File: src/include/socket_pkg.sv
// Constants and types shared by the socket status-change logic
// Notes on behaviour
// - Per-socket base register at configuration 10h
// - Decode socket words 00h to 20h
// - Event bits flag change; state read separately
// - Writing one clears event bit; zero keeps
// - Force-event one sets matching event bit
// - Bus reset clears every event bit
// - Leaving card reset re-sets still-asserted events
// - Event and mask bits 31-4 read zero
// - Bit 3 sets on powered-state change
// - Bits 2, 1 set on detect changes
// - 32-bit card: bit 0 on rise only
// - 16-bit card: bit 0 on both edges
// - Mask gates interrupt only, not event setting
// - Mask bit 3 enables power-change interrupt
// - Mask 2-1: 11 enables detects, else disabled
// - Mask bit 0 enables status-change interrupt
package socket_pkg;

  // ==========================================================
  // Configuration space
  localparam logic [7:0]  CFG_CMD_OFF    = 8'h04;
  localparam logic [7:0]  CFG_BAR_OFF    = 8'h10;
  localparam int          CMD_MEM_BIT    = 1;
  localparam int          BAR_LOW_BIT    = 12;
  localparam logic [31:0] BAR_RESET      = 32'h0000_0000;
  localparam logic [31:0] CMD_RESET      = 32'h0000_0000;

  // ==========================================================
  // Socket register offsets
  localparam logic [7:0]  SOCK_EVENT_OFF = 8'h00;
  localparam logic [7:0]  SOCK_MASK_OFF  = 8'h04;
  localparam logic [7:0]  SOCK_STATE_OFF = 8'h08;
  localparam logic [7:0]  SOCK_FORCE_OFF = 8'h0C;
  localparam logic [7:0]  SOCK_CTRL_OFF  = 8'h10;
  localparam logic [7:0]  SOCK_PM_OFF    = 8'h20;

  // ==========================================================
  // Event and mask fields
  localparam int          EVT_WIDTH      = 4;
  localparam int          EVT_POWER_BIT  = 3;
  localparam int          EVT_DET2_BIT   = 2;
  localparam int          EVT_DET1_BIT   = 1;
  localparam int          EVT_CSTS_BIT   = 0;
  localparam logic [3:0]  EVT_RESET      = 4'h0;
  localparam logic [3:0]  MASK_RESET     = 4'h0;

  // ==========================================================
  // Present-state fields
  localparam logic [31:0] STATE_VCC_SUPPORT = 32'h3000_0000;
  localparam int          STATE_CB_BIT      = 5;
  localparam int          STATE_16BIT_BIT   = 4;

  // ==========================================================
  // Bus commands
  localparam logic [3:0]  CMD_MEM_RD     = 4'h6;
  localparam logic [3:0]  CMD_MEM_WR     = 4'h7;
  localparam logic [3:0]  CMD_CFG_RD     = 4'hA;
  localparam logic [3:0]  CMD_CFG_WR     = 4'hB;

  typedef enum logic [1:0] {
    ST_IDLE = 2'b00,
    ST_ACK  = 2'b01,
    ST_TURN = 2'b10
  } tgt_state_t;

endpackage : socket_pkg

File: src/include/socket_reg_if.sv
// Register strobes and socket state passed between bus target and event core
interface socket_reg_if;
  logic        wr_stb;
  logic [7:0]  wr_off;
  logic [31:0] wr_data;
  logic [3:0]  wr_be;
  logic [3:0]  event_q;
  logic [3:0]  mask_q;
  logic [5:0]  state_q;
  logic        irq_q;

  modport target (output wr_stb, wr_off, wr_data, wr_be, input event_q, mask_q, state_q, irq_q);
  modport core   (input wr_stb, wr_off, wr_data, wr_be, output event_q, mask_q, state_q, irq_q);
endinterface : socket_reg_if

File: src/rtl/cardbus_socket_event_mask.sv
// Bus target for one socket's register group with its event core
module cardbus_socket_event_mask (
  input  wire logic        sys_clk,
  input  wire logic        rst,
  // Bus pins, all synchronous to sys_clk
  input  wire logic        frame_n,
  input  wire logic        irdy_n,
  input  wire logic        idsel,
  input  wire logic [3:0]  cbe_n,
  input  wire logic [31:0] ad_in,
  output logic      [31:0] ad_out,
  output logic             ad_oe,
  output logic             trdy_n,
  output logic             trdy_oe,
  output logic             devsel_n,
  output logic             devsel_oe,
  output logic             stop_n,
  output logic             stop_oe,
  output logic             par_out,
  output logic             par_oe,
  // Socket lines
  input  wire logic        card_detect_line_one,
  input  wire logic        card_detect_line_two,
  input  wire logic        card_status_state,
  input  wire logic        socket_powered_state,
  input  wire logic        card_is_16bit,
  input  wire logic        card_reset_active,
  output logic             status_change_interrupt
);
  import socket_pkg::*;

  // ==========================================================
  // Event core
  socket_reg_if regs ();

  socket_event_core u_core (
    .sys_clk              (sys_clk),
    .rst                  (rst),
    .card_detect_line_one (card_detect_line_one),
    .card_detect_line_two (card_detect_line_two),
    .card_status_state    (card_status_state),
    .socket_powered_state (socket_powered_state),
    .card_is_16bit        (card_is_16bit),
    .card_reset_active    (card_reset_active),
    .regs                 (regs.core)
  );

  // Straight from the core's flip-flop
  assign status_change_interrupt = regs.irq_q;

  // ==========================================================
  // Target state
  tgt_state_t  state_r;
  tgt_state_t  state_nxt;
  logic        bus_idle_r;
  logic        bus_idle_nxt;
  logic        is_cfg_r;
  logic        is_cfg_nxt;
  logic        is_read_r;
  logic        is_read_nxt;
  logic [7:0]  off_r;
  logic [7:0]  off_nxt;
  logic [31:0] bar_r;
  logic [31:0] bar_nxt;
  logic [31:0] cmd_r;
  logic [31:0] cmd_nxt;
  logic [31:0] ad_out_nxt;
  logic        ad_oe_nxt;
  logic        trdy_n_nxt;
  logic        devsel_n_nxt;
  logic        strobe_oe_nxt;
  logic        par_out_nxt;
  logic        par_oe_nxt;
  logic        wr_stb_r;
  logic        wr_stb_nxt;
  logic [7:0]  wr_off_r;
  logic [7:0]  wr_off_nxt;
  logic [31:0] wr_data_r;
  logic [31:0] wr_data_nxt;
  logic [3:0]  wr_be_r;
  logic [3:0]  wr_be_nxt;

  // ==========================================================
  // Helpers
  function automatic logic [31:0] merge_bytes(input logic [31:0] old_v,
                                              input logic [31:0] new_v,
                                              input logic [3:0]  be);
    logic [31:0] res;
    res = old_v;
    for (int i = 0; i < 4; i++) begin
      if (be[i]) begin
        res[i*8 +: 8] = new_v[i*8 +: 8];
      end
    end
    merge_bytes = res;
  endfunction : merge_bytes

  function automatic logic [31:0] socket_word(input logic [7:0] off,
                                              input logic [3:0] evt,
                                              input logic [3:0] msk,
                                              input logic [5:0] st);
    logic [31:0] w;
    w = 32'h0000_0000;
    if (off == SOCK_EVENT_OFF) begin
      w[3:0] = evt;
    end else if (off == SOCK_MASK_OFF) begin
      w[3:0] = msk;
    end else if (off == SOCK_STATE_OFF) begin
      // Current levels, apart from the change flags
      w = STATE_VCC_SUPPORT;
      w[3:0] = st[3:0];
      w[STATE_16BIT_BIT] = st[4];
      w[STATE_CB_BIT]    = ~st[4];
    end
    // Control, reserved, power management and force-event read zero
    socket_word = w;
  endfunction : socket_word

  // ==========================================================
  // Target sequencing
  // Single-word target: every access ends with disconnect-with-data,
  // trading burst speed for a small state machine.
  always_comb begin
    logic       addr_phase;
    logic       mem_hit;
    logic       cfg_hit;
    logic       read_cmd;
    logic [3:0] be;
    addr_phase    = bus_idle_r & ~frame_n;
    be            = ~cbe_n;
    read_cmd      = (cbe_n == CMD_MEM_RD) || (cbe_n == CMD_CFG_RD);
    mem_hit       = ((cbe_n == CMD_MEM_RD) || (cbe_n == CMD_MEM_WR)) && cmd_r[CMD_MEM_BIT]
                    && (ad_in[31:BAR_LOW_BIT] == bar_r[31:BAR_LOW_BIT]);
    cfg_hit       = ((cbe_n == CMD_CFG_RD) || (cbe_n == CMD_CFG_WR)) && idsel
                    && (ad_in[1:0] == 2'b00);
    bus_idle_nxt  = frame_n & irdy_n;
    state_nxt     = state_r;
    is_cfg_nxt    = is_cfg_r;
    is_read_nxt   = is_read_r;
    off_nxt       = off_r;
    bar_nxt       = bar_r;
    cmd_nxt       = cmd_r;
    ad_out_nxt    = ad_out;
    ad_oe_nxt     = ad_oe;
    trdy_n_nxt    = trdy_n;
    devsel_n_nxt  = devsel_n;
    strobe_oe_nxt = devsel_oe;
    par_out_nxt   = par_out;
    par_oe_nxt    = 1'b0;
    wr_stb_nxt    = 1'b0;
    wr_off_nxt    = wr_off_r;
    wr_data_nxt   = wr_data_r;
    wr_be_nxt     = wr_be_r;
    case (state_r)
      ST_IDLE: begin
        strobe_oe_nxt = 1'b0;
        if (addr_phase && (mem_hit || cfg_hit)) begin
          state_nxt     = ST_ACK;
          is_cfg_nxt    = cfg_hit;
          is_read_nxt   = read_cmd;
          off_nxt       = ad_in[7:0];
          strobe_oe_nxt = 1'b1;
          devsel_n_nxt  = 1'b0;
          trdy_n_nxt    = 1'b0;
          ad_oe_nxt     = read_cmd;
          if (cfg_hit) begin
            if (ad_in[7:0] == CFG_BAR_OFF) begin
              ad_out_nxt = bar_r;
            end else if (ad_in[7:0] == CFG_CMD_OFF) begin
              ad_out_nxt = cmd_r;
            end else begin
              ad_out_nxt = 32'h0000_0000;
            end
          end else begin
            ad_out_nxt = socket_word(ad_in[7:0], regs.event_q, regs.mask_q, regs.state_q);
          end
        end
      end
      ST_ACK: begin
        if (!irdy_n) begin
          state_nxt    = ST_TURN;
          devsel_n_nxt = 1'b1;
          trdy_n_nxt   = 1'b1;
          ad_oe_nxt    = 1'b0;
          par_out_nxt  = ^{ad_out, cbe_n};
          par_oe_nxt   = is_read_r;
          if (!is_read_r && is_cfg_r) begin
            if (off_r == CFG_BAR_OFF) begin
              bar_nxt = merge_bytes(bar_r, ad_in, be);
              bar_nxt[BAR_LOW_BIT-1:0] = BAR_RESET[BAR_LOW_BIT-1:0];
            end else if (off_r == CFG_CMD_OFF) begin
              cmd_nxt = merge_bytes(cmd_r, ad_in, be);
            end
          end else if (!is_read_r) begin
            wr_stb_nxt  = 1'b1;
            wr_off_nxt  = off_r;
            wr_data_nxt = ad_in;
            wr_be_nxt   = be;
          end
        end
      end
      ST_TURN: begin
        // Strobes driven high for one cycle before release
        state_nxt     = ST_IDLE;
        strobe_oe_nxt = 1'b0;
      end
      default: begin
        state_nxt = ST_IDLE;
      end
    endcase
  end

  always_ff @(posedge sys_clk) begin
    if (rst) begin
      state_r    <= ST_IDLE;
      bus_idle_r <= 1'b1;
      is_cfg_r   <= 1'b0;
      is_read_r  <= 1'b0;
      off_r      <= 8'h00;
      bar_r      <= BAR_RESET;
      cmd_r      <= CMD_RESET;
      ad_out     <= 32'h0000_0000;
      ad_oe      <= 1'b0;
      trdy_n     <= 1'b1;
      trdy_oe    <= 1'b0;
      devsel_n   <= 1'b1;
      devsel_oe  <= 1'b0;
      stop_n     <= 1'b1;
      stop_oe    <= 1'b0;
      par_out    <= 1'b0;
      par_oe     <= 1'b0;
      wr_stb_r   <= 1'b0;
      wr_off_r   <= 8'h00;
      wr_data_r  <= 32'h0000_0000;
      wr_be_r    <= 4'h0;
    end else begin
      state_r    <= state_nxt;
      bus_idle_r <= bus_idle_nxt;
      is_cfg_r   <= is_cfg_nxt;
      is_read_r  <= is_read_nxt;
      off_r      <= off_nxt;
      bar_r      <= bar_nxt;
      cmd_r      <= cmd_nxt;
      ad_out     <= ad_out_nxt;
      ad_oe      <= ad_oe_nxt;
      trdy_n     <= trdy_n_nxt;
      trdy_oe    <= strobe_oe_nxt;
      devsel_n   <= devsel_n_nxt;
      devsel_oe  <= strobe_oe_nxt;
      stop_n     <= trdy_n_nxt;
      stop_oe    <= strobe_oe_nxt;
      par_out    <= par_out_nxt;
      par_oe     <= par_oe_nxt;
      wr_stb_r   <= wr_stb_nxt;
      wr_off_r   <= wr_off_nxt;
      wr_data_r  <= wr_data_nxt;
      wr_be_r    <= wr_be_nxt;
    end
  end

  assign regs.wr_stb  = wr_stb_r;
  assign regs.wr_off  = wr_off_r;
  assign regs.wr_data = wr_data_r;
  assign regs.wr_be   = wr_be_r;

endmodule : cardbus_socket_event_mask

File: src/rtl/socket_event_core.sv
// Sticky socket event bits, mask and status-change interrupt
module socket_event_core
  import socket_pkg::*;
(
  input  wire logic  sys_clk,
  input  wire logic  rst,
  input  wire logic  card_detect_line_one,
  input  wire logic  card_detect_line_two,
  input  wire logic  card_status_state,
  input  wire logic  socket_powered_state,
  input  wire logic  card_is_16bit,
  input  wire logic  card_reset_active,
  socket_reg_if.core regs
);

  // ==========================================================
  // Input synchronisers
  // Order: reset, 16-bit, powered, detect two, detect one, status
  logic [5:0] meta_r;
  logic [5:0] sync_r;
  logic [5:0] prev_r;
  logic [3:0] event_r;
  logic [3:0] event_nxt;
  logic [3:0] mask_r;
  logic [3:0] mask_nxt;
  logic       irq_r;
  logic       irq_nxt;

  // Detect pair only counts when both halves are set
  function automatic logic [3:0] enable_vec(input logic [3:0] m);
    logic both;
    both = m[2] & m[1];
    enable_vec = {m[3], both, both, m[0]};
  endfunction : enable_vec

  always_comb begin
    logic [3:0] set_v;
    logic [3:0] clr_v;
    logic [5:0] chg;
    logic       csts_rise;
    logic       reset_exit;
    set_v      = 4'h0;
    clr_v      = 4'h0;
    chg        = sync_r ^ prev_r;
    csts_rise  = sync_r[0] & ~prev_r[0];
    reset_exit = prev_r[5] & ~sync_r[5];
    set_v[EVT_POWER_BIT] = chg[3];
    set_v[EVT_DET2_BIT]  = chg[2];
    set_v[EVT_DET1_BIT]  = chg[1];
    set_v[EVT_CSTS_BIT]  = sync_r[4] ? chg[0] : csts_rise;
    if (reset_exit) begin
      // Detect lines are low while a card sits in the socket
      set_v[EVT_CSTS_BIT] = set_v[EVT_CSTS_BIT] | sync_r[0];
      set_v[EVT_DET1_BIT] = set_v[EVT_DET1_BIT] | ~sync_r[1];
      set_v[EVT_DET2_BIT] = set_v[EVT_DET2_BIT] | ~sync_r[2];
    end
    mask_nxt = mask_r;
    if (regs.wr_stb && regs.wr_be[0]) begin
      if (regs.wr_off == SOCK_EVENT_OFF) begin
        clr_v = regs.wr_data[3:0];
      end else if (regs.wr_off == SOCK_FORCE_OFF) begin
        set_v = set_v | regs.wr_data[3:0];
      end else if (regs.wr_off == SOCK_MASK_OFF) begin
        mask_nxt = regs.wr_data[3:0];
      end
    end
    // A new event in the clearing cycle survives; mask never blocks it
    event_nxt = (event_r & ~clr_v) | set_v;
    irq_nxt   = |(event_nxt & enable_vec(mask_nxt));
  end

  always_ff @(posedge sys_clk) begin
    if (rst) begin
      meta_r  <= 6'h00;
      sync_r  <= 6'h00;
      prev_r  <= 6'h00;
      event_r <= EVT_RESET;
      mask_r  <= MASK_RESET;
      irq_r   <= 1'b0;
    end else begin
      meta_r  <= {card_reset_active, card_is_16bit, socket_powered_state,
                  card_detect_line_two, card_detect_line_one, card_status_state};
      sync_r  <= meta_r;
      prev_r  <= sync_r;
      event_r <= event_nxt;
      mask_r  <= mask_nxt;
      irq_r   <= irq_nxt;
    end
  end

  assign regs.event_q = event_r;
  assign regs.mask_q  = mask_r;
  assign regs.state_q = sync_r;
  assign regs.irq_q   = irq_r;

endmodule : socket_event_core

File: config.mk
export PLATFORM = sky130hd
export DESIGN_NAME = cardbus_socket_event_mask
export DESIGN_NICKNAME = d
export VERILOG_FILES = /design/src/include/socket_pkg.sv /design/src/include/socket_reg_if.sv /design/src/rtl/cardbus_socket_event_mask.sv /design/src/rtl/socket_event_core.sv
export SDC_FILE = /design/constraint.sdc
export NUM_CORES = 1
export LEC_CHECK = 0
export BUFFER_PORTS_ARGS = -buffer_cell sky130_fd_sc_hd__buf_2
export CORE_MARGIN = 1.5
export CORE_UTILIZATION = 48
export CTS_CLUSTER_SIZE = 25
export DETAILED_ROUTE_END_ITERATION = 8
export HOLD_SLACK_MARGIN = 0.12
export PLACE_DENSITY_LB_ADDON = 0.05
export RECOVER_POWER = 50
export SYNTH_ARGS = -nofsm -noshare
export SYNTH_HDL_FRONTEND = slang
export SYNTH_SLANG_ARGS = --single-unit
File: constraint.sdc
create_clock -name sys_clk -period 5.7 [get_ports sys_clk]
set_input_delay 1.14 -clock sys_clk [delete_from_list [all_inputs] [get_ports sys_clk]]
set_output_delay 1.14 -clock sys_clk [all_outputs]
set_load 0.05 [all_outputs]
======== Yosys cells after proc, flatten, opt, wreduce, memory -nomap -nowiden ========
Cells that the tools add are included.
word-level totals
  register bits after elaboration ......... 143
  output and inout bits ................... 42
operators by class
  reductions and logical operators ........ 34
  bitwise gates (word level) .............. 26
  eq/ne operators ......................... 16
  multiplexer cells ....................... 31
operators with widths
  kind                  number
  $mux W32              3
  $mux W4               11
  $reduce_xor A36 Y1    1
  $mux W30              1
  $mux W28              1
  $mux W26              1
  $eq A8 B3 Y1 const B  3
  $reduce_and A6 Y1     4
  $eq A20 B20 Y1        1
  $eq A8 B4 Y1 const B  2
  $eq A8 B5 Y1 const B  2
  $logic_not A8 Y1      2
  $reduce_and A5 Y1     3
  $not A1 Y1            11
  $and A4 B4 Y4         2
  $eq A4 B3 Y1 const B  2
  $eq A4 B4 Y1 const B  2
  $not A4 Y4            2
  $or A4 B4 Y4          2
  $reduce_or A4 Y1      2
  $logic_and A1 B1 Y1   7
  $mux W1               7
  $pmux W1 S2           3
  $reduce_and A2 Y1     3
  16 further kinds      29

======== Logic depth before layout (Yosys ltp) ========
Gate-level depths: netlist of run 1.
  depth in word-level cells ............... 12
  depth in mapped cells ................... 9
  gate-level depth less buffers ........... 8

======== Modules after synthesis ========
From an unflattened synthesis of run 1, not the netlist that was laid out.
unflattened totals
  cells, all modules ...................... 839
  area, all modules ....................... 7213.2 sq um
by module, submodules not included
  module                     sequential area each (sq um)  area each (sq um)  cells an instance  times used
  cardbus_socket_event_mask  2942.8                        6119.6             735                1
  socket_event_core          520.5                         1093.5             104                1

======== Worst setup path after synthesis of run 1 ========
Ideal clock, no wire load.
  kind .................................... input to register
  start ................................... input cbe_n[0]
  end ..................................... register ad_oe
  setup time .............................. 0.071 ns
  data required time ...................... 5.629 ns
  cell stages on the path ................. 9
  path slack .............................. 2.865 ns
  arrival time ............................ 2.765 ns
  cell sequence ........................... inv_1 -> ha_1 -> o2111a_1 -> nand2_1 -> a21boi_1 -> buf_2 -> clkbuf_1 -> nand3_1 -> a21oi_1
between the ends
  cells in the longest elaborated chain, start to end .. 8
  elaborated cells on any way between the ends .. 17
  classes of those cells .................. 5 x eq/ne; 2 x mux; 10 x reduce/logical
ends and longest elaborated chain
  element                                        RTL line                                                            RTL
  start: declaration                             cardbus_socket_event_mask.sv:9                                      input wire logic [3:0] cbe_n,
  $eq A4 B3 Y1, or another cell as far along     cardbus_socket_event_mask.sv:131, cardbus_socket_event_mask.sv:132
  $logic_or A1 B1 Y1, on equally long branches   cardbus_socket_event_mask.sv:132, cardbus_socket_event_mask.sv:134
  $logic_and A1 B1 Y1, on equally long branches  cardbus_socket_event_mask.sv:132, cardbus_socket_event_mask.sv:134
  $logic_and A1 B1 Y1, on equally long branches  cardbus_socket_event_mask.sv:133, cardbus_socket_event_mask.sv:135
  $logic_or A1 B1 Y1                             cardbus_socket_event_mask.sv:157                                    if (addr_phase && (mem_hit || cfg_hit)) begin
  $logic_and A1 B1 Y1                            cardbus_socket_event_mask.sv:157
  $ne A2 B2 Y1 (no line)                         -
  $reduce_and A3 Y1 (no line)                    -
  end signal: assignment                         cardbus_socket_event_mask.sv:245                                    ad_oe <= ad_oe_nxt;
  end: declaration                               cardbus_socket_event_mask.sv:12                                     output logic ad_oe,
Parallel ways exist; a longest one is shown, timed or not. The select of a mux whose other input is x is not followed.
A chain may end at the register's enable or synchronous reset.

======== Worst setup path after layout of run 1 ========
  start ................................... input rst
  end ..................................... register ad_out[30]
RTL lines
  element                 RTL line                          RTL
  start: declaration      cardbus_socket_event_mask.sv:4    input wire logic rst,
  end signal: assignment  cardbus_socket_event_mask.sv:244  ad_out <= ad_out_nxt;
  end: declaration        cardbus_socket_event_mask.sv:11   output logic [31:0] ad_out,
No word-level cell between the ends.

==> results of run 1 <==
[state kept, by name, indices dropped and copies added (netlist names), 2 cells and up]
| register | count |
|---|---|
| ad_out | 32 |
| cmd_r | 32 |
| bar_r | 20 |
| off_r | 8 |
| regs.wr_off | 8 |
| u_core.meta_r | 6 |
| u_core.regs.state_q | 6 |
| u_core.prev_r | 5 |
| regs.wr_data | 4 |
| u_core.regs.event_q | 4 |
| u_core.regs.mask_q | 4 |
| state_r | 2 |
[report_power, final]
group	internal, mW	switching [mW]	total (mW)
Sequential	1.00	0.00390	1.00
Clock	0.643	0.395	1.04
Combinational	0.0386	0.0568	0.0953
Total	1.68	0.455	2.14
[placed cells by master (no fill, tap or decap), drive strengths merged, types with 4 or more instances in the layout]
cell and count:
nand3b 4, inv 4, clkbuf 69, nor4b 4, ha 7, and3 4, nor2b 26, clkinv 4
dfxtp 142, nor2 47, xnor2 48, mux2i 18, nor4 5, a32o 4, a21oi 98, xor2 4
o21ai 7, nand2b 13, nand4 5, nand2 154, a22oi 26, buf 48
[cells by family after synthesis]
family / after synthesis
AO/OA/AOI/OAI: 151
XOR/XNOR: 53
adder cells (fa/ha/maj): 7
buffers and inverters: 43
flip-flops: 142
multiplexers: 18
AND/OR/NAND/NOR: 282
[metrics by stage]
stage	cells	area, µm²	hold WS [ns]	power (mW)
after floorplan	696	6126	0.4138	1.080
after global placement	920	6619	0.4163	1.120
after detailed placement	920	6619	0.4256	1.121
after CTS	952	7176	0.4385	2.156
after global routing	952	7119	0.4522	2.205
final	952	7119	0.4326	2.138
[synth_stat cells, types with 2 or more instances]
master and number:
or3_1 3, a21oi_2 10, nand2_1 154, nand3b_1 4
nor3b_1 2, a22oi_1 16, nor4b_4 2, xnor2_1 48
inv_1 4, buf_2 2, o2111ai_1 2, nand4_1 5
mux2i_1 18, a221o_1 3, and2_1 2, and3_1 3
buf_6 2, nand2b_1 13, clkbuf_1 29, nor4_2 2
nor4_1 3, or2_2 2, a32o_1 4, nor2_1 47
a211o_1 2, nand3_1 3, buf_4 5, o21ai_0 7
dfxtp_1 142, nor2b_1 26, nor3_1 3, xor2_1 4
a211oi_1 2, ha_1 7, a22oi_2 10, a21oi_1 88
[worst paths after layout]
kind                       endpoint  depth (start not counted)  slack (ns)
max                      ad_out[30]                          3        1.79
min          u_core.regs.state_q[4]                          1        0.43
max reg2reg               ad_out[5]                          7        2.80
min reg2reg  u_core.regs.state_q[4]                          1        0.43
[area by class of cell]
| class | instances | area, µm² |
|---|---|---|
| well taps | 172 | 215.2 |
| inverters | 4 | 15.01 |
| fillers | 1206 | 5398 |
| clock buffers | 26 | 499.2 |
| repair buffers | 91 | 409.1 |
| multi-input cells | 511 | 3080 |
| clock inverters | 6 | 57.56 |
| flip-flops and latches | 142 | 2843 |
[layer usage]
layer | wire length, µm | up-vias | track usage [%]
li1 | - | 2500 | -
met1 | 7304 | 2330 | 33.25
met2 | 6584 | 140 | 35.53
met3 | 827 | 14 | 5.178
met4 | 212 | 0 | 8.618
met5 | 0 | - | 0
==> out/summary.log, run 1 <==
qor: yosys.postSynthCellCount 696
qor: drt.wl_per_cell 15.68 µm
qor: clock_tree.worst_setup_hold_path_clk_slew 0.05 ns
qor: timing.setup_repair_after_global_routing_missed_its_margin no
qor: grt.grt_pass1_vias 4789
qor: worst_setup_path.crit_required 5.97 ns
qor: clock_tree.postCtsSetupRepairBufs 0
qor: drt.drc_errors 0
qor: placed_design.gpl.final_weighted_congestion 0.8385
qor: die.fp.dieArea 13450 µm²
qor: worst_setup_path.critical_path.max_stage_delay 1.93 ns
qor: yosys.synth_compound_area_share 16.07%
qor: power_and_ir_drop.power.leakage 2.518 nW
qor: yosys.synth.area.mux_share 2.941%
qor: job.max_cap_viol_count 1
qor: die.fp.dieW 116.0 µm
qor: clock_tree.cts-buffers-inserted 17
qor: worst_setup_path.critPathMaxFanout 82
qor: yosys.yosys.area_share.adder 1.430%
qor: outcome.failed_checks capacitance limit, slew limit
qor: clock_tree.maximum_clock_path_buffer_count 2
qor: yosys.ys_ff_latch 142
qor: drt.number_of_iterations_in_the_first_detailed_routing_pass 5
qor: timing.finalSetupViolCount 0
qor: grt.grt_antenna_before_repair 0
qor: final_layout.layout-drive-gt1-share 13.59%
qor: timing.finalWorstSetupSlack 1.786 ns
qor: yosys.yosysTopAreaCellShare 46.41%
qor: yosys.dominantRegCellSynth dfxtp_1
qor: clock_tree.cts-htree-levels 4
qor: final_layout.antennaDiodeCount 0
qor: yosys.yosysTopAreaCell dfxtp_1
qor: clock_tree.cts_tree done
qor: timing.final_worst_path_period_share 68.67%
qor: final_layout.fin_util 56.88%
qor: yosys.synthXorXnorAreaFrac 7.802%
qor: timing.finalCriticalPeriod 3.914 ns
qor: yosys.postSynthNetCount 750
qor: clock_tree.root_buffer clkbuf_16
qor: min_path.min-delay-start u_core.meta_r[4]
qor: clock_tree.cts-resized-gates 0
qor: worst_setup_path.timing.critical_path.to_type flip-flop
qor: clock_tree.cts.sinks 142
qor: drt.detail_route.iter0.violations 244
qor: outcome.status finished with violations
qor: yosys.yosys.cell_types.count 53
qor: timing.setup_tns 0 ns
qor: final_layout.synthToLayoutAreaGrowth 16.22%
qor: worst_setup_path.cp-startpoint rst
qor: timing.max_slew_margin -84.85%
qor: timing.worst_clock_skew 0.005401 ns
qor: placed_design.place_ws 2.016 ns
qor: yosys.synth_simple_gate_area_share 21.85%
qor: die.die_y 116.0 µm
qor: yosys.synth.avg_cell_area 8.802 µm²
qor: die.row_count 41
qor: worst_setup_path.cp_cell_sequence clkbuf_1 -> buf_4 -> nor2_1
qor: clock_tree.cts_hold_buffers 0
qor: drt.vias_per_cell 5.235
qor: power_and_ir_drop.power_per_cell_area 300.3 nW/µm²
qor: drt.via_total_after_detailed_routing 4984
qor: timing.maxSlewViolCount 61
qor: worst_setup_path.worst-setup-path-type input pin to flip-flop
qor: grt.first_pass_grt_wire_length 24230 µm
qor: worst_setup_path.r2r_start state_r[1]
qor: grt.globalRouteTotalUtil 23.58%
qor: yosys.main_combinational_cell_family_by_area_after_synthesis simple AND/OR/NAND/NOR gates
qor: timing.number_of_failing_hold_endpoints_at_the_final_stage 0
qor: worst_setup_path.worst_setup_path_start_kind input pin
qor: placed_design.port_buffers 88
qor: die.fp.coreArea 12520 µm²
qor: yosys.edff_count_synth 0
qor: placed_design.detailedPlacementHpwl 10450 µm
qor: power_and_ir_drop.vdd.ir_drop.worst 181.6 µV
qor: yosys.yosysSeqAreaShare 46.41%
qor: worst_setup_path.critical_path.n_buffers_inverters 2
qor: worst_setup_path.crit_family buffers and inverters
qor: drt.wirelength 14930 µm
qor: yosys.cell_area_after_synthesis 6126 µm²
qor: worst_setup_path.critical-path-slowest-cell clkbuf_1
qor: final_layout.fin_nets 821
qor: worst_setup_path.cp.arrival 4.18 ns
qor: grt.maximum_number_of_pins_on_one_net_before_global_route_repair 83
qor: timing.max_slew.worst_pin.slew 2.773 ns
qor: clock_tree.clock_insertion_delay_worst_skew 0.41 ns
qor: min_path.min-delay-path-class flip-flop to flip-flop
qor: timing.clock.fmax 255.5 MHz
qor: yosys.postSynth.asyncResetShare 0%
qor: die.floorplan.io_pins 89
qor: grt.grt_overflow 0
qor: drt.drtAntennaViolNets 0
qor: yosys.synthTopCellsByArea dfxtp_1 46%, nand2_1 9.4%, a21oi_1 7.2%
qor: yosys.yosys_warnings 0
qor: die.initial_utilization 48.94%
No activity file was read; power rests on OpenSTA's default activity.
==> inputs of run 2 (changes only) <==
clock period = 4 ns   (was 5.7 ns; I/O delays follow)
==> run 2 against run 1 <==
Register-to-register slack worse by 1.5 ns. Highest routed layer unchanged. The flow still finishes with violations (capacitance limit, slew limit). Final cell count unchanged. Via count up 0.28%. Utilization up 0.060 points. Combinational power up 44%. Power up 42%. Count of clock-buffer cells in the layout down 2. Sequential share of layout area about the same. First-iteration DRC count up 32%.
==> out/summary.log, run 2 (synthesis gave the netlist of run 1 again) <==
qor: drt.wirelength 14840 µm [was 14930 µm]
qor: placed_design.gpl.final_weighted_congestion 0.8407 [was 0.8385]
qor: clock_tree.cts.sinks 142 [unchanged]
qor: clock_tree.cts_tree done [unchanged]
qor: power_and_ir_drop.power.leakage 2.523 nW [was 2.518 nW]
qor: worst_setup_path.worst-setup-path-type input pin to flip-flop [unchanged]
qor: clock_tree.cts-resized-gates 0 [unchanged]
qor: drt.vias_per_cell 5.250 [was 5.235]
qor: power_and_ir_drop.power.switching 0.6622 mW [was 0.4552 mW]
qor: power_and_ir_drop.power_frac_clock 48.4% [was 48.5%]
qor: drt.drtAntennaViolNets 0 [unchanged]
qor: final_layout.layout-drive-gt1-share 13.72% [was 13.59%]
qor: timing.setup_repair_after_global_routing_missed_its_margin no [unchanged]
qor: die.fp.coreArea 12520 µm² [unchanged]
qor: min_path.min-delay-path-class flip-flop to flip-flop [unchanged]
qor: worst_setup_path.crit_required 4.29 ns [was 5.97 ns]
qor: final_layout.final.fill_count 1228 [was 1206]
qor: grt.maximum_number_of_pins_on_one_net_before_global_route_repair 87 [was 83]
qor: clock_tree.root_buffer clkbuf_16 [unchanged]
qor: grt.grt_overflow 0 [unchanged]
qor: job.max_cap_viol_count 1 [unchanged]
qor: die.fp.dieW 116.0 µm [unchanged]
qor: die.fp.dieArea 13450 µm² [unchanged]
qor: placed_design.place_ws 0.5850 ns [was 2.016 ns]
qor: die.floorplan.io_pins 89 [unchanged]
qor: timing.maxSlewViolCount 56 [was 61]
qor: worst_setup_path.timing.critical_path.to_type flip-flop [unchanged]
qor: power_and_ir_drop.vdd.ir_drop.worst 200.7 µV [was 181.6 µV]
qor: grt.first_pass_grt_wire_length 23750 µm [was 24230 µm]
qor: power_and_ir_drop.power.share.combinational 4.5% [about the same]
qor: grt.globalRouteTotalUtil 23.14% [was 23.58%]
qor: timing.max_slew.worst_pin.slew 2.448 ns [was 2.773 ns]
qor: die.initial_utilization 48.94% [unchanged]
qor: die.row_count 41 [unchanged]
qor: drt.wl_per_cell 15.58 µm [was 15.68 µm]
qor: timing.worst_clock_skew 0.007304 ns [was 0.005401 ns]
qor: clock_tree.maximum_clock_path_buffer_count 2 [unchanged]
qor: power_and_ir_drop.intPower 2.377 mW [was 1.683 mW]
qor: power_and_ir_drop.power_per_cell_area 426.5 nW/µm² [was 300.3 nW/µm²]
qor: drt.number_of_iterations_in_the_first_detailed_routing_pass 4 [was 5]
qor: timing.finalSetupViolCount 0 [unchanged]
qor: power_and_ir_drop.switching_share 21.79% [was 21.29%]
qor: timing.final_worst_path_period_share 73.79%
qor: placed_design.detailedPlacementHpwl 10490 µm [was 10450 µm]
qor: clock_tree.worst_setup_hold_path_clk_slew 0.05 ns [about the same]
qor: drt.drc_errors 0 [unchanged]
qor: clock_tree.cts-htree-levels 4 [unchanged]
qor: grt.grt_antenna_before_repair 0 [unchanged]
qor: clock_tree.cts-buffers-inserted 17 [unchanged]
qor: final_layout.synthToLayoutAreaGrowth 16.34% [was 16.22%]
qor: timing.max_slew_margin -63.21% [was -84.85%]
qor: clock_tree.clock_insertion_delay_worst_skew 0.43 ns [was 0.41 ns]
qor: worst_setup_path.critPathMaxFanout 34 [was 82]
qor: placed_design.port_buffers 88 [unchanged]
qor: timing.setup_tns 0 ns [unchanged]
qor: final_layout.fin_nets 822 [was 821]
qor: timing.clock.fmax 338.8 MHz
qor: timing.number_of_failing_hold_endpoints_at_the_final_stage 0 [unchanged]
qor: timing.finalWorstSetupSlack 1.048 ns [was 1.786 ns]
qor: drt.via_total_after_detailed_routing 4998 [was 4984]
qor: power_and_ir_drop.share_seq_of_total_power 47.1% [was 47.0%]
qor: drt.detail_route.iter0.violations 322 [was 244]
qor: worst_setup_path.worst_setup_path_start_kind input pin [unchanged]
qor: final_layout.most_used_cells_in_the_layout_excluding_fill_and_tap_cells 154 x nand2_1, 142 x dfxtp_1, 88 x a21oi_1, 48 x xnor2_1 [was 154 x nand2_1, 142 x dfxtp_1, 88 x a21oi_1, 48 x xnor2_1, 48 x clkbuf_1]
qor: grt.grt_pass1_vias 4685 [was 4789]
qor: timing.finalCriticalPeriod 2.952 ns
qor: outcome.status finished with violations [unchanged]
qor: die.die_y 116.0 µm [unchanged]
qor: worst_setup_path.cp.arrival 3.24 ns [was 4.18 ns]
qor: final_layout.antennaDiodeCount 0 [unchanged]
qor: clock_tree.postCtsSetupRepairBufs 0 [unchanged]
qor: outcome.failed_checks capacitance limit, slew limit [unchanged]
qor: final_layout.final_common_cell nand2_1 [unchanged]
qor: clock_tree.cts_hold_buffers 0 [unchanged]
qor: final_layout.largest_registers ad_out: 32 flops, cmd_r: 32 flops, bar_r: 20 flops [unchanged]
==> run 2: changes by cell type in the layout (fill, tap and decap cells not counted), sizes merged <==
cell / change
clkinv: +1
buf: +1
clkbuf: -2
==> run 2: path summary, 6_finish.rpt <==
check                           depth (start not counted)                     end  slack [ns]              from
worst max register to register                          7                   ad_oe        1.29        state_r[1]
worst max-delay path                                    9                   ad_oe        1.05          cbe_n[0]
worst min register to register                          1  u_core.regs.state_q[3]        0.43  u_core.meta_r[3]
worst min-delay path                                    1  u_core.regs.state_q[3]        0.43  u_core.meta_r[3]
==> run 2: power by group through the flow <==
stage / Sequential (mW) / Clock, mW / Combinational, mW
2_1_floorplan: 1.46 / 0 / 0.0785
3_3_place_gp: 1.46 / 0 / 0.136
3_5_place_dp: 1.46 / 0 / 0.137
4_1_cts: 1.43 / 1.49 / 0.138
5_1_grt: 1.43 / 1.56 / 0.151
6_report: 1.43 / 1.47 / 0.137
==> run 2: layer usage <==
layer / global-route usage, % / up-vias / wire (µm)
li1: - / 2507 / -
met1: 31.83 / 2345 / 7277
met2: 35.10 / 121 / 6542
met3: 5.544 / 25 / 714
met4: 9.187 / 0 / 302
met5: 0 / - / 0
==> run 2: final cells by class <==
cell class	count	area [µm²]	share of cell area (%)
Multi-Input combinational cell	511	3080	43.22
Sequential cell	142	2843	39.89
Tap cell	172	215.2	3.020
Clock buffer	24	481.7	6.759
Clock inverter	7	62.56	0.8778
Timing Repair Buffer	92	429.2	6.022
Inverter	4	15.01	0.2107
==> run 2: worst max-delay path, stage by stage <==
cell and delay, ns:
buf_2 0.14, inv_1 0.07, ha_1 0.23, o2111a_1 0.32, nand2_1 0.15, a21boi_4 0.96
buf_4 0.36, or2_1 0.15, a21oi_1 0.06
==> run 2: per-stage QoR <==
step / util, % / hold WS [ns] / instances / total power, mW / instance area (µm²)
3_5_place_dp: 53.04 / 0.4239 / 921 / 1.600 / 6639
6_report: 56.94 / 0.4334 / 952 / 3.039 / 7127
3_3_place_gp: 53.04 / 0.4169 / 921 / 1.599 / 6639
2_1_floorplan: - / 0.4138 / 696 / 1.539 / 6126
5_1_grt: 56.94 / 0.4558 / 952 / 3.142 / 7127
4_1_cts: 57.39 / 0.4372 / 952 / 3.056 / 7183
